$ cat src/scc_pkg.sv
// package of constants and types for the sink current control register bank
package scc_pkg;
	// register byte offsets on the AHB-Lite bus
	localparam logic [7:0] SCC_OFS_ENABLE = 8'h00;
	localparam logic [7:0] SCC_OFS_CODE0  = 8'h04;
	localparam logic [7:0] SCC_OFS_CODE1  = 8'h08;
	localparam logic [7:0] SCC_OFS_STATUS = 8'h0C;
	// field positions in the enable register, and the code field width
	localparam int SCC_BIT_MASTER = 7;
	localparam int SCC_BIT_PIN1   = 1;
	localparam int SCC_BIT_PIN0   = 0;
	localparam int SCC_CODE_W     = 5;
	// reset values
	localparam logic [7:0] SCC_RST_ENABLE = 8'h00;
	localparam logic [SCC_CODE_W-1:0] SCC_RST_CODE = 5'h00;
	// current transfer: base plus step per code, in milliamps
	localparam int SCC_BASE_MA   = 50;
	localparam int SCC_STEP0_MA  = 10;
	localparam int SCC_STEP1_MA  = 5;
	localparam int SCC_MA_W      = 9;
	// ahb encodings
	localparam logic [1:0] SCC_HTRANS_NONSEQ = 2'h2;
	localparam logic [1:0] SCC_HTRANS_SEQ    = 2'h3;
	localparam logic [2:0] SCC_HSIZE_WORD    = 3'h2;
endpackage : scc_pkg

$ cat src/scc_pin_if.sv
// interface carrying one pin's decoded sink setting
`timescale 1ns/1ps
`default_nettype none
interface scc_pin_if;
	logic                  enable;
	logic [4:0]            code;
	modport src (output enable, output code);
	modport dst (input enable, input code);
endinterface : scc_pin_if
`default_nettype wire

$ cat src/scc_pin_drive.sv
// one sink output channel: gated enable and current decode
`timescale 1ns/1ps
`default_nettype none
module scc_pin_drive
	import scc_pkg::*;
#(
	parameter int STEP_MA = SCC_STEP0_MA
) (
	// clock and reset
	input  wire logic                hclk,
	input  wire logic                hresetn,
	input  wire logic                clk_en,
	// setting from the register bank
	scc_pin_if.dst                   set,
	// decoded drive
	output var  logic                sink_on,
	output var  logic [SCC_MA_W-1:0] sink_ma
);
	function automatic logic [SCC_MA_W-1:0] code_to_ma(input logic [4:0] c, input int step);
		code_to_ma = SCC_MA_W'(SCC_BASE_MA + step * int'(c));
	endfunction : code_to_ma

	always_ff @(posedge hclk or negedge hresetn) begin
		if (!hresetn) begin
			sink_on <= 1'b0;
			sink_ma <= '0;
		end else if (clk_en) begin
			// off means floating pin and zero current
			sink_on <= set.enable;
			sink_ma <= set.enable ? code_to_ma(set.code, STEP_MA) : '0;
		end
	end
endmodule : scc_pin_drive
`default_nettype wire

$ cat src/scc_regs.sv
// sink current control register bank with AHB-Lite slave
`timescale 1ns/1ps
`default_nettype none
module scc_regs
	import scc_pkg::*;
(
	// clock, reset and enable
	input  wire logic                hclk,
	input  wire logic                hresetn,
	input  wire logic                clk_en,
	// AHB-Lite slave
	input  wire logic                hsel,
	input  wire logic [31:0]         haddr,
	input  wire logic [1:0]          htrans,
	input  wire logic                hwrite,
	input  wire logic [2:0]          hsize,
	input  wire logic [31:0]         hwdata,
	input  wire logic                hready,
	output var  logic [31:0]         hrdata,
	output var  logic                hreadyout,
	output var  logic                hresp,
	// sink pin drive
	output var  logic                sink_out_pin_a_en,
	output var  logic [SCC_MA_W-1:0] sink_out_pin_a_ma,
	output var  logic                sink_out_pin_b_en,
	output var  logic [SCC_MA_W-1:0] sink_out_pin_b_ma
);
	logic                  sink_master_enable_r;
	logic                  sink_pin1_enable_r;
	logic                  sink_pin0_enable_r;
	logic [SCC_CODE_W-1:0] sink_pin0_current_code_r;
	logic [SCC_CODE_W-1:0] sink_pin1_current_code_r;
	logic                  sink_master_enable_nxt;
	logic                  sink_pin1_enable_nxt;
	logic                  sink_pin0_enable_nxt;
	logic [SCC_CODE_W-1:0] sink_pin0_current_code_nxt;
	logic [SCC_CODE_W-1:0] sink_pin1_current_code_nxt;
	logic                  wr_enable_hit;
	logic                  wr_code0_hit;
	logic                  wr_code1_hit;
	logic                  wr_pend_r;
	logic [7:0]            wr_addr_r;
	logic                  rd_go;
	logic                  wr_go;
	logic [31:0]           rd_nxt;

	scc_pin_if pin_a ();
	scc_pin_if pin_b ();

	function automatic logic [31:0] read_mux(input logic [7:0] a, input logic m,
			input logic p1, input logic p0, input logic [4:0] c0, input logic [4:0] c1,
			input logic oa, input logic ob);
		read_mux = 32'h0000_0000;
		case (a)
			SCC_OFS_ENABLE: begin
				read_mux[SCC_BIT_MASTER] = m;
				read_mux[SCC_BIT_PIN1] = p1;
				read_mux[SCC_BIT_PIN0] = p0;
			end
			SCC_OFS_CODE0: read_mux[SCC_CODE_W-1:0] = c0;
			SCC_OFS_CODE1: read_mux[SCC_CODE_W-1:0] = c1;
			SCC_OFS_STATUS: begin
				read_mux[SCC_BIT_PIN1] = ob;
				read_mux[SCC_BIT_PIN0] = oa;
			end
			default: read_mux = 32'h0000_0000;
		endcase
	endfunction : read_mux

	// selected word transfer in its address phase, either direction
	function automatic logic word_xfer(input logic sel, input logic rdy, input logic [1:0] tr,
			input logic [2:0] sz);
		word_xfer = sel && rdy && tr[1] && (sz == SCC_HSIZE_WORD);
	endfunction : word_xfer

	// pending data phase aimed at one register
	function automatic logic wr_hit(input logic pend, input logic [7:0] a, input logic [7:0] ofs);
		wr_hit = pend && (a == ofs);
	endfunction : wr_hit

	// a word transfer in the address phase
	assign rd_go = word_xfer(hsel, hready, htrans, hsize) && !hwrite;
	assign wr_go = word_xfer(hsel, hready, htrans, hsize) && hwrite;

	// writes land at the end of their data phase; clk_en low holds them off
	assign wr_enable_hit = clk_en && wr_hit(wr_pend_r, wr_addr_r, SCC_OFS_ENABLE);
	assign wr_code0_hit  = clk_en && wr_hit(wr_pend_r, wr_addr_r, SCC_OFS_CODE0);
	assign wr_code1_hit  = clk_en && wr_hit(wr_pend_r, wr_addr_r, SCC_OFS_CODE1);
	assign rd_nxt = read_mux(haddr[7:0], sink_master_enable_r, sink_pin1_enable_r,
		sink_pin0_enable_r, sink_pin0_current_code_r, sink_pin1_current_code_r,
		sink_out_pin_a_en, sink_out_pin_b_en);

	// zero wait states, always OKAY
	always_ff @(posedge hclk or negedge hresetn) begin
		if (!hresetn) begin
			hreadyout <= 1'b1;
			hresp     <= 1'b0;
		end else if (clk_en) begin
			hreadyout <= 1'b1;
			hresp     <= 1'b0;
		end
	end

	// address phase capture for writes
	always_ff @(posedge hclk or negedge hresetn) begin
		if (!hresetn) begin
			wr_pend_r <= 1'b0;
			wr_addr_r <= 8'h00;
		end else if (clk_en) begin
			if (hready) begin
				wr_pend_r <= wr_go;
				wr_addr_r <= haddr[7:0];
			end
		end
	end

	// read data registered for its data phase, zero otherwise
	always_ff @(posedge hclk or negedge hresetn) begin
		if (!hresetn) begin
			hrdata <= 32'h0000_0000;
		end else if (clk_en) begin
			hrdata <= rd_go ? rd_nxt : 32'h0000_0000;
		end
	end

	// next register values; unimplemented enable bits are simply never taken
	always_comb begin
		sink_master_enable_nxt     = sink_master_enable_r;
		sink_pin1_enable_nxt       = sink_pin1_enable_r;
		sink_pin0_enable_nxt       = sink_pin0_enable_r;
		sink_pin0_current_code_nxt = sink_pin0_current_code_r;
		sink_pin1_current_code_nxt = sink_pin1_current_code_r;
		if (wr_enable_hit) begin
			sink_master_enable_nxt = hwdata[SCC_BIT_MASTER];
			sink_pin1_enable_nxt   = hwdata[SCC_BIT_PIN1];
			sink_pin0_enable_nxt   = hwdata[SCC_BIT_PIN0];
		end
		if (wr_code0_hit) begin
			sink_pin0_current_code_nxt = hwdata[SCC_CODE_W-1:0];
		end
		if (wr_code1_hit) begin
			sink_pin1_current_code_nxt = hwdata[SCC_CODE_W-1:0];
		end
	end

	// master enable
	always_ff @(posedge hclk or negedge hresetn) begin
		if (!hresetn) begin
			sink_master_enable_r <= SCC_RST_ENABLE[SCC_BIT_MASTER];
		end else if (clk_en) begin
			sink_master_enable_r <= sink_master_enable_nxt;
		end
	end

	// pin b enable
	always_ff @(posedge hclk or negedge hresetn) begin
		if (!hresetn) begin
			sink_pin1_enable_r <= SCC_RST_ENABLE[SCC_BIT_PIN1];
		end else if (clk_en) begin
			sink_pin1_enable_r <= sink_pin1_enable_nxt;
		end
	end

	// pin a enable
	always_ff @(posedge hclk or negedge hresetn) begin
		if (!hresetn) begin
			sink_pin0_enable_r <= SCC_RST_ENABLE[SCC_BIT_PIN0];
		end else if (clk_en) begin
			sink_pin0_enable_r <= sink_pin0_enable_nxt;
		end
	end

	// pin a current code
	always_ff @(posedge hclk or negedge hresetn) begin
		if (!hresetn) begin
			sink_pin0_current_code_r <= SCC_RST_CODE;
		end else if (clk_en) begin
			sink_pin0_current_code_r <= sink_pin0_current_code_nxt;
		end
	end

	// pin b current code
	always_ff @(posedge hclk or negedge hresetn) begin
		if (!hresetn) begin
			sink_pin1_current_code_r <= SCC_RST_CODE;
		end else if (clk_en) begin
			sink_pin1_current_code_r <= sink_pin1_current_code_nxt;
		end
	end

	// master enable gates both pins
	assign pin_a.enable = sink_master_enable_r && sink_pin0_enable_r;
	assign pin_a.code   = sink_pin0_current_code_r;
	assign pin_b.enable = sink_master_enable_r && sink_pin1_enable_r;
	assign pin_b.code   = sink_pin1_current_code_r;

	scc_pin_drive #(.STEP_MA(SCC_STEP0_MA)) u_pin_a (
		.hclk    (hclk),
		.hresetn (hresetn),
		.clk_en  (clk_en),
		.set     (pin_a),
		.sink_on (sink_out_pin_a_en),
		.sink_ma (sink_out_pin_a_ma)
	);

	scc_pin_drive #(.STEP_MA(SCC_STEP1_MA)) u_pin_b (
		.hclk    (hclk),
		.hresetn (hresetn),
		.clk_en  (clk_en),
		.set     (pin_b),
		.sink_on (sink_out_pin_b_en),
		.sink_ma (sink_out_pin_b_ma)
	);
endmodule : scc_regs
`default_nettype wire

$ cat config.mk
export PLATFORM = sky130hd
export DESIGN_NAME = scc_regs
export DESIGN_NICKNAME = d
export VERILOG_FILES = /design/src/scc_pkg.sv /design/src/scc_pin_if.sv /design/src/scc_pin_drive.sv /design/src/scc_regs.sv
export SDC_FILE = /design/constraint.sdc
export NUM_CORES = 1
export LEC_CHECK = 0
export ABC_AREA = 1
export BUFFER_PORTS_ARGS = -buffer_cell sky130_fd_sc_hd__buf_2
export CAP_MARGIN = 40
export CORE_MARGIN = 2
export CORE_UTILIZATION = 45
export DETAILED_ROUTE_END_ITERATION = 10
export PLACE_DENSITY = 0.78
export SETUP_SLACK_MARGIN = 0.05
export SLEW_MARGIN = 20
export SYNTH_ARGS = -nofsm -noshare
export SYNTH_HDL_FRONTEND = slang
export SYNTH_SLANG_ARGS = --single-unit
$ cat constraint.sdc
create_clock -name hclk -period 3.8 [get_ports hclk]
set_input_delay 0.76 -clock hclk [delete_from_list [all_inputs] [get_ports hclk]]
set_output_delay 0.76 -clock hclk [all_outputs]
set_load 0.03 [all_outputs]
Word-level counts from Yosys, hierarchy flattened
Cells that the tools add are included.

Register bits after elaboration: 74. Input port bits: 75.

Add/subtract/negate cells: 2. Multipliers: 2. Equality and inequality tests: 6. Muxes and demuxes: 6. Reductions and logical operators: 20.

Operators by type and width (count): equality test 8 x 4 -> 1 bit (second input constant) (3); adder 7 x 9 -> 9 bit (first input constant) (2); 2-to-1 mux 9 bit (2); equality test 8 x 3 -> 1 bit (second input constant) (2); zero test 8 bit (2); multiplier 3 x 5 -> 8 bit (first input constant) (2); logical AND 1 bit (13); 2-to-1 mux 8 bit (1); one-hot mux 2 bit (4 select lines) (1); AND reduction 2 bit (4); one-hot mux 3 bit (2 select lines) (1); equality test 3 x 2 -> 1 bit (second input constant) (1); zero test 1 bit (1); 2-to-1 mux 1 bit (1).

Depth between registers and ports, before layout
Gate-level depths: netlist (run 1).

Word-level depth: 5. Gate-level depth with buffers: 13. Depth with buffers taken out: 13.

Modules after synthesis
From an unflattened synthesis (run 1), not the netlist that was laid out.

Cells, all modules: 344. Area, all modules: 2801.4 um^2.

By module, submodules not included: scc_regs (instances 1, cells each 191, area an instance 1561.5 um^2, sequential area each 700.7 um^2); scc_pin_drive (u_pin_b) (instances 1, cells each 72, area an instance 628.1 um^2, sequential area each 250.2 um^2); scc_pin_drive (u_pin_a) (instances 1, cells each 81, area an instance 611.8 um^2, sequential area each 225.2 um^2).

Worst setup path before layout (run 1)
Ideal clock, no wire load.

Path kind: register -> register. Start point: reg sink_pin0_current_code_r[1] (netlist: pin_a.code[1]). End point: reg u_pin_a.sink_ma[8]. Setup time: 0.117 ns. Arrival: 1.870 ns. Data required time: 3.683 ns. Setup slack: 1.814 ns. Stages on the path, launching flop included: 14. Path buffers: 0. Period minus slack after synthesis: 1.986 ns. Cell sequence: dfrtp_1 ha_1 ha_1 inv_1 fa_1 inv_1 nor2_1 nand2_1 nand2_1 inv_1 nand3_1 nand2_1 nand2_1 nand2_1.

Longest elaborated chain between the ends: 3.

Ends and longest elaborated chain: start: declaration (RTL line scc_regs.sv:31) `logic [SCC_CODE_W-1:0] sink_pin0_current_code_r;`; start signal: assignment (RTL line scc_regs.sv:178) `sink_pin0_current_code_r <= sink_pin0_current_code_nxt;`; multiplier 3 x 5 -> 8 bit (RTL line scc_pin_drive.sv:20) `code_to_ma = SCC_MA_W'(SCC_BASE_MA + step * int'(c));`; adder 7 x 9 -> 9 bit (RTL line scc_pin_drive.sv:20); 2-to-1 mux 9 bit (RTL line scc_pin_drive.sv:30) `sink_ma <= set.enable ? code_to_ma(set.code, STEP_MA) : '0;`; end signal: assignment (RTL line scc_pin_drive.sv:30); end: declaration (RTL line scc_pin_drive.sv:17) `output var logic [SCC_MA_W-1:0] sink_ma`.

No other way between the ends. A chain may end at the register's enable or synchronous reset.

Worst setup path in the final report (run 1)
Same ends and word-level chain as after synthesis.

==> results of run 1 <==
## critical path: stages, from the launching register on
cell and delay, ns:
dfrtp_1 0.46, ha_1 0.33, ha_1 0.19, inv_1 0.06, fa_1 0.52, inv_1 0.05, nor2_1 0.12, nand2_1 0.09
nand2_1 0.07, inv_1 0.05, nand3_1 0.06, nand2_1 0.06, nand2_1 0.05, nand2_1 0.04
## final timing paths
path / slack (ns) / cells after the start / startpoint / end
worst min-delay path: 0.44 / 1 / hresetn / wr_addr_r[5]
min in group hclk: 0.48 / 2 / u_pin_b.sink_ma[8] / u_pin_b.sink_ma[8]
max in group asynchronous: 2.84 / 2 / hresetn / hrdata[4]
worst min register to register: 0.48 / 2 / u_pin_b.sink_ma[8] / u_pin_b.sink_ma[8]
worst max register to register: 1.55 / 13 / pin_a.code[1] / u_pin_a.sink_ma[8]
worst max-delay path: 1.55 / 13 / pin_a.code[1] / u_pin_a.sink_ma[8]
## Yosys cell counts, drive strengths merged (2+ instances only)
library cell  number  area [µm²]
buf               30       225.2
a32o               2       20.02
dfrtp             47        1176
a22o               3       26.28
xor2               2       17.52
nand2            114       432.9
inv               33       123.9
clkbuf             3       11.26
a21oi              3       15.01
o21ai             30       153.9
conb               2       7.510
or2                3       18.77
nor2              24       92.59
nand3             28       140.1
fa                 2       40.04
nor3               2       26.28
ha                14       175.2
## metrics by stage
stage	area (µm²)	utilization, %	setup slack [ns]	hold WS, ns	instances
2_1_floorplan	2859	-	1.814	0.4417	374
3_3_place_gp	2957	49.94	1.651	0.4556	464
3_5_place_dp	2984	50.40	1.601	0.4592	465
4_1_cts	3097	52.30	1.554	0.4426	473
5_1_grt	3097	52.30	1.317	0.4679	473
6_report	3097	52.30	1.552	0.4363	473
## per-layer routing
metal | up-vias | track usage [%] | part of all wire, %
met5 | - | 0 | 0
met4 | 0 | 5.833 | 1.6
met3 | 8 | 3.261 | 5.8
met2 | 69 | 31.45 | 47
met1 | 1021 | 22.44 | 45
li1 | 1146 | - | -
## registers in the layout (all words and copies together), names as in the netlist
signal and count:
u_pin_b.sink_ma 9, wr_addr_r 8, pin_b.code 5, u_pin_a.sink_on 1
sink_pin0_enable_r 1, sink_pin1_enable_r 1, wr_pend_r 1, u_pin_a.sink_ma 8
u_pin_b.sink_on 1, pin_a.code 5, sink_master_enable_r 1, hrdata 6
## area by class of cell
class,count,share of cell area (%)
multi-input combinational,261,42.71
clock inverter,3,1.414
timing repair buffer,49,8.646
tap,75,3.030
inverter,33,4.000
sequential,47,37.98
clock buffer,5,2.222
## kinds of logic after synthesis
logic type	share of synthesized area, %
compound gates	8.076
xor+xnor	0.9530
fa+ha+maj	7.804
buf+inv	13.07
flops	42.65
other cells	0.2723
simple gates	27.18
## where the power goes
group | internal, mW | leakage [nW] | switching [mW]
registers | 0.511 | 0.644 | 0.00895
clock network | 0.196 | 0.0581 | 0.175
logic | 0.0255 | 1.19 | 0.0804
==> impl_metrics.yaml, run 1 <==
outcome:
  status: "completed"
logic_synthesis:
  yosys_register_bits: 47
  synthCells: 347
  synth_flop_cell: "dfrtp_1"
  synth-async-reset-ratio_pct: 100.0
  synth_area_mm2: 0.002758
  seq_area_frac_synth_pct: 42.65
  synth-edff-count: 0
  postSynthAreaPerCell_um2: 7.947
  ys_types: 27
  yosys_warnings: 0
routing:
  first_pass_iters: 4
  ant_nets: 0
  post_drt_wl_per_cell_um: 11.77
  vias: 2244
  drc_errors: 0
  drt_iter0_drc: 118
  vias_per_cell: 4.744
  routed_wl_mm: 5.566
global_routing:
  antenna_found_initial: 0
  grt_max_degree: 26
  gr-usage-all-layers_pct: 18.02
  grt_pass1_wl_mm: 9.439
  gr-total-overflow: 0
  grt_pass1_vias: 2114
clock_tree:
  ctsHoldBuffers: 0
  clockBufferDepth: 2
  clock_sinks: 47
  htree_levels: 2
  cts_resized: 0
  clk_pin_slew_ns: 0.10
  cts_tree: "done"
  cts-root-buf: "clkbuf_8"
  cts_setup_buffers: 0
  clock_latency_ns: 0.31
  cts_buffers: 5
floorplan:
  die_h_um: 82.28
  core_area_mm2: 0.005921
  ios: 129
  die_w_um: 82.28
  initial_core_util_pct: 46.58
  num_rows: 28
  die-area_mm2: 0.006770
power_and_ir_drop:
  powerDensity_mw_per_mm2: 321.9
  peakVddDrop_mv: 0.1934
  power_mw: 0.9968
  p_leak_nw: 1.893
setup_path:
  worstSetupPathType: "reg -> reg"
  required_ns: 4.00
  cp.arrival_ns: 2.44
  critPathMaxFanout: 5
  crit_path_start_kind: "register"
  end_kind: "register"
timing:
  worst_pin_slew_ns: 0.7632
  max_freq_mhz: 444.8
  min_period_over_period_pct: 59.16
  setup_viol: 0
  rsz0062_at_grt: "no"
  skew_ns: 0.01058
  setup-tns-final_ns: 0
  finalHoldViolCount: 0
  period_needed_ns: 2.248
  relSlewSlack_pct: 49.07
  drv_slew: 0
cells_and_area:
  antenna_cells: 0
  final_cell_mix: "nand2_1, buf_2, dfrtp_1, inv_1, conb_1"
  syn2layout_area_growth_pct: 12.30
  regArea_mm2: 0.001176
  multi_input_area_mm2: 0.001323
  final_layout_size_suffix_gt1_share_pct: 17.09
  nFillCells: 554
  final_common_cell: "nand2_1"
  nNetsFinal: 488
placed_design:
  place_hpwl_mm: 4.393
  place_congestion: 0.8553
  port_buffers: 48
job:
  maxCapViolations: 0
worst_hold_path:
  hp-class: "in -> async"
(Power assumes the default switching activity.)
==> run 2, diff against run 1 <==
clock period = 2.1 ns   (was 3.8 ns; I/O delays follow)
==> run 2 against run 1 <==
Routed wire length grew 7.0%. Clock skew down 0.0024 ns. Die area is the same. First-iteration DRC count is 10% higher. Sequential share of layout area down 1.5 points. Flip-flop and latch count did not move. Maximum frequency is 9.1% higher. Clock power rose by 67%. Critical path depth stayed put. Non-clock buffer count up 10. Power increased by 76%. Via count up 3.3%. Largest cell class unchanged.
==> impl_metrics.yaml, run 2 (synthesis gave the netlist of run 1 again) <==
outcome:
  status: "completed"
routing:
  ant_nets: 0
  highest-signal-layer: "met4"
  routed_wl_mm: 5.954
  vias: 2318
  wl_met1_mm: 2.668
  route.met3.wl_um: 281
  drc_errors: 0
  vias_per_cell: 4.799
  met2WireLength_mm: 2.908
  post_drt_wl_per_cell_um: 12.33
  drt_iter0_drc: 130
  first_pass_iters: 4
setup_path:
  end_kind: "register"
  rrSetupSlack_ns: 0.04
  path_buf_inv: 3
  timing.rr.start: "pin_a.code[1]"
  reg2regPathDepth: 13
  cp_cell_sequence: "ha_4 -> ha_4 -> inv_2 -> fa_1 -> inv_1 -> nor2_2 -> nand2_1 -> nand2_1 -> inv_2 -> nand3_2 -> nand2_1 -> nand2_1 -> nand2_1"
  cp.arrival_ns: 2.27
  critPathMaxFanout: 2
  crit_path_end: "u_pin_a.sink_ma[8]"
  critPathMaxStageDelay_ns: 0.49
  required_ns: 2.31
  worstSetupPathType: "reg -> reg"
  cp.depth: 13
  crit_family: "adder cells"
  r2r_end: "u_pin_a.sink_ma[8]"
  crit_path_frequent_cell: "nand2_1"
  crit_path_start_kind: "register"
  cpMaxStageDelayCell: "fa_1"
  worstSetupStartpoint: "pin_a.code[1]"
global_routing:
  grt_pass1_vias: 2161
  gr-total-overflow: 0
  grt_max_degree: 26
  grt_pass1_wl_mm: 9.798
  antenna_found_initial: 0
  gr-usage-all-layers_pct: 19.13
cells_and_area:
  syn2layout_area_growth_pct: 17.01
  nNetsFinal: 498
  final_cell_mix: "nand2_1, buf_2, dfrtp_1, inv_1, conb_1"
  antenna_cells: 0
  largestRegisters: "u_pin_b.sink_ma: 9 flops, u_pin_a.sink_ma: 8 flops, wr_addr_r: 8 flops"
  fin_area_mm2: 0.003227
  fin_cells: 483
  largest_reg_flops: 9
  top_register: "u_pin_b.sink_ma"
  regArea_mm2: 0.001177
  finish.utilization_pct: 54.50
  multi_input_area_mm2: 0.001393
  final_layout_size_suffix_gt1_share_pct: 22.79
  nFillCells: 560
  final_common_cell: "nand2_1"
placed_design:
  dpl.cell_count: 473
  port_buffers: 48
  place_congestion: 0.8833
  place_hpwl_mm: 4.546
  post_dp_cell_area_mm2: 0.003037
timing:
  max_freq_mhz: 485.2
  relSlewSlack_pct: 64.25
  setup_viol: 0
  skew_ns: 0.008176
  hold_slack_ns: 0.08063
  period_needed_ns: 2.061
  worst_pin_slew_ns: 0.5362
  setup-tns-final_ns: 0
  rsz0062_at_grt: "yes"
  drv_slew: 0
  min_period_over_period_pct: 98.15
  finalHoldViolCount: 0
worst_hold_path:
  hp-class: "in -> async"
power_and_ir_drop:
  p_leak_nw: 1.928
  powerDensity_mw_per_mm2: 543.5
  peakVddDrop_mv: 0.2760
clock_tree:
  clock_latency_ns: 0.31
  cts-root-buf: "clkbuf_8"
  clockBufferDepth: 2
  htree_levels: 2
  clk_pin_slew_ns: 0.09
  clock_sinks: 47
  cts_buffers: 5
  cts_tree: "done"
  ctsHoldBuffers: 0
floorplan:
  num_rows: 28
  initial_core_util_pct: 46.58
  ios: 129
  die-area_mm2: 0.006770
  die_w_um: 82.28
  core_area_mm2: 0.005921
  die_h_um: 82.28
job:
  maxCapViolations: 0
==> run 2: cell types whose count changed in the layout (fill, tap and decap cells not counted), moves of 2 or more <==
cell      before  now
nor2_1        23   19
inv_1         33   30
inv_2          0    3
ha_4           0    3
clkbuf_8       5    7
nor2_2         1    4
buf_4          0   10
ha_1          14   10
==> run 2: worst min-delay path by stage <==
stage,to,slack (ns),depth (start not counted)
finish,wr_addr_r[7],0.08,1
floorplan,hrdata[0],0.12,0
CTS,wr_addr_r[7],0.1,1
global route,wr_addr_r[7],0.12,1
detailed placement,wr_addr_r[7],0.43,1
global placement,wr_addr_r[7],0.43,1
==> run 2: report_power, final <==
group	switching [mW]	leakage, nW	total, mW	internal (mW)
Clock	0.319	0.0505	0.619	0.300
Combinational	0.147	1.24	0.194	0.0476
Sequential	0.0157	0.642	0.941	0.925
Total	0.482	1.93	1.75	1.27
==> run 2: timing repair <==
action	CTS	global route
gates resized for setup	6	11
pin swaps	3	1
setup buffers	1	1
endpoints found under the setup margin	5	8
hold endpoints to repair	0	0
==> run 2: metal layers <==
metal / track usage, % / vias up
li1: - / 1168
met1: 24.22 / 1081
met2: 32.58 / 62
met3: 3.043 / 7
met4: 7.500 / 0
met5: 0 / -
==> run 2: area by class of cell <==
type                       instances  area share [%]
clock buffer                       7           2.986
clock inverter                     1          0.2326
inverter                          33           3.839
multi-input combinational        261           43.16
sequential                        47           36.49
tap                               75           2.908
timing repair buffer              59           10.39
==> run 2: worst reg2reg max path, stage by stage, from the launching register on <==
cell and delay [ns]:
dfrtp_1 0.43, ha_4 0.29, ha_4 0.13, inv_2 0.03
fa_1 0.49, inv_1 0.05, nor2_2 0.10, nand2_1 0.10
nand2_1 0.09, inv_2 0.04, nand3_2 0.04, nand2_1 0.06
nand2_1 0.06, nand2_1 0.05
==> run 2: stage by stage <==
step                      setup slack (ns)  total power [mW]
after global placement             0.03753             1.147
final                              0.03882             1.754
after detailed placement          -0.01782             1.152
after CTS                         0.006490             1.757
after global routing              -0.05290             1.827
after floorplan                     0.1137             1.127
==> run 3, diff against run 2 <==
CORE_UTILIZATION = 47   (was 45)
PLACE_DENSITY = 0.81   (was 0.78)
SKIP_LAST_GASP = 1   (was default)
==> run 3 against run 2 <==
The run now ends with setup timing left. Critical endpoint unchanged. Routed wire length increased by 4.1%. Setup slack worse by 0.054 ns. Worst hold slack improved by 0.13 ns. Largest power group unchanged. Largest cell class unchanged. Global-route usage up 1.2 points. Combinational power hardly changed. Register-to-register slack worse by 0.05 ns. Cell count increased by 0.83%.
==> impl_metrics.yaml, run 3 (synthesis gave the netlist of run 1 again) <==
timing:
  hold_slack_ns: 0.2126
  drv_slew: 0
  rsz0062_at_grt: "yes"
  finalHoldViolCount: 0
  setup_viol: 1
  max_freq_mhz: 472.9
  setup-tns-final_ns: -0.01478
  skew_ns: 0.006772
  setup_ws_ns: -0.01478
  min_period_over_period_pct: 100.7
  worst_pin_slew_ns: 0.5906
  period_needed_ns: 2.115
  relSlewSlack_pct: 60.62
placed_design:
  dpl.cell_count: 470
  port_buffers: 48
  place_congestion: 0.8448
  post_dp_cell_area_mm2: 0.003020
  place_hpwl_mm: 4.559
  post-place-ws_ns: 0.01210
clock_tree:
  clk_pin_slew_ns: 0.09
  cts_buffers: 5
  clockBufferDepth: 2
  clock_latency_ns: 0.30
  htree_levels: 2
  ctsHoldBuffers: 0
  clock_sinks: 47
  cts_tree: "done"
  cts-root-buf: "clkbuf_8"
job:
  maxCapViolations: 0
setup_path:
  cp.arrival_ns: 2.31
  rrSetupSlack_ns: -0.01
  worstSetupPathType: "reg -> reg"
  critPathMaxFanout: 2
  timing.rr.start: "pin_a.code[3]"
  crit_path_start_kind: "register"
  end_kind: "register"
  required_ns: 2.29
  reg2regPathDepth: 13
  r2r_end: "u_pin_a.sink_ma[8]"
floorplan:
  num_rows: 27
  initial_core_util_pct: 49.47
  die-area_mm2: 0.006496
  die_w_um: 80.60
  die_h_um: 80.60
  ios: 129
  core_area_mm2: 0.005574
routing:
  first_pass_iters: 4
  vias_per_cell: 4.967
  drt_iter0_drc: 172
  vias: 2419
  drc_errors: 0
  routed_wl_mm: 6.197
  post_drt_wl_per_cell_um: 12.72
  ant_nets: 0
global_routing:
  antenna_found_initial: 0
  grt_pass1_wl_mm: 10.27
  gr-total-overflow: 0
  grt_pass1_vias: 2301
  grt_max_degree: 48
  gr-usage-all-layers_pct: 20.35
cells_and_area:
  largest_reg_flops: 9
  final_layout_size_suffix_gt1_share_pct: 24.82
  final_cell_mix: "nand2_1, buf_2, dfrtp_1, inv_1, conb_1"
  syn2layout_area_growth_pct: 18.51
  largestRegisters: "u_pin_b.sink_ma: 9 flops, u_pin_a.sink_ma: 8 flops, wr_addr_r: 8 flops"
  top_register: "u_pin_b.sink_ma"
  fin_area_mm2: 0.003268
  fin_cells: 487
  nNetsFinal: 505
  antenna_cells: 0
  nFillCells: 495
  final_common_cell: "nand2_1"
  finish.utilization_pct: 58.63
power_and_ir_drop:
  p_leak_nw: 1.968
  peakVddDrop_mv: 0.2533
  powerDensity_mw_per_mm2: 529.3
  power_mw: 1.730
outcome:
  violations: "setup timing"
  status: "finished, violations left"
worst_hold_path:
  hp-class: "in -> async"
run 3: worst max path at each step:
stage                        from                  to  slack, ns
floorplan           pin_a.code[1]  u_pin_a.sink_ma[8]       0.11
global placement    pin_a.code[1]  u_pin_a.sink_ma[8]       0.04
detailed placement  pin_a.code[1]  u_pin_a.sink_ma[8]       0.01
CTS                 pin_a.code[3]  u_pin_a.sink_ma[8]       0.03
global route        pin_a.code[3]  u_pin_a.sink_ma[8]      -0.16
finish              pin_a.code[3]  u_pin_a.sink_ma[8]      -0.01
run 3: final cells by class:
class                      instances  area, µm²  area share, %
inverter                          33      123.9          3.790
timing repair buffer              66      375.4          11.49
clock buffer                       8      100.1          3.063
multi-input combinational        261       1403          42.92
tap                               72      90.09          2.757
sequential                        47       1176          35.99
run 3: repair_timing:
item	in CTS	in global routing
endpoints found under the hold margin	0	0
setup endpoints to repair	5	7
resized for setup	7	15
gates cloned	0	0
setup buffers	2	7
pin swaps	4	14
run 3: where the power goes:
group	internal, mW	leakage, nW	total [mW]	switching (mW)
Clock	0.301	0.0515	0.596	0.296
Combinational	0.0458	1.27	0.193	0.147
Sequential	0.925	0.644	0.940	0.0156
run 3: worst max-delay path: stages (launching register included):
cell	delay, ns
dfrtp_1	0.39
ha_1	0.29
ha_2	0.18
inv_2	0.04
fa_1	0.51
inv_1	0.06
nor2_2	0.12
nand2_1	0.08
nand2_1	0.08
inv_2	0.05
nand3_2	0.05
nand2_1	0.05
nand2_1	0.05
nand2_1	0.05
run 3: per-layer routing:
metal  share of wire, %  vias to the layer above  track usage [%]  wire length [µm]
met1                 42                     1153            25.00              2626
met2                 51                       72            35.75              3173
met3                4.6                       10            3.708               284
met4                1.8                        0            6.949               112
met5                  0                        -                0                 0
li1                   -                     1184                -                 -
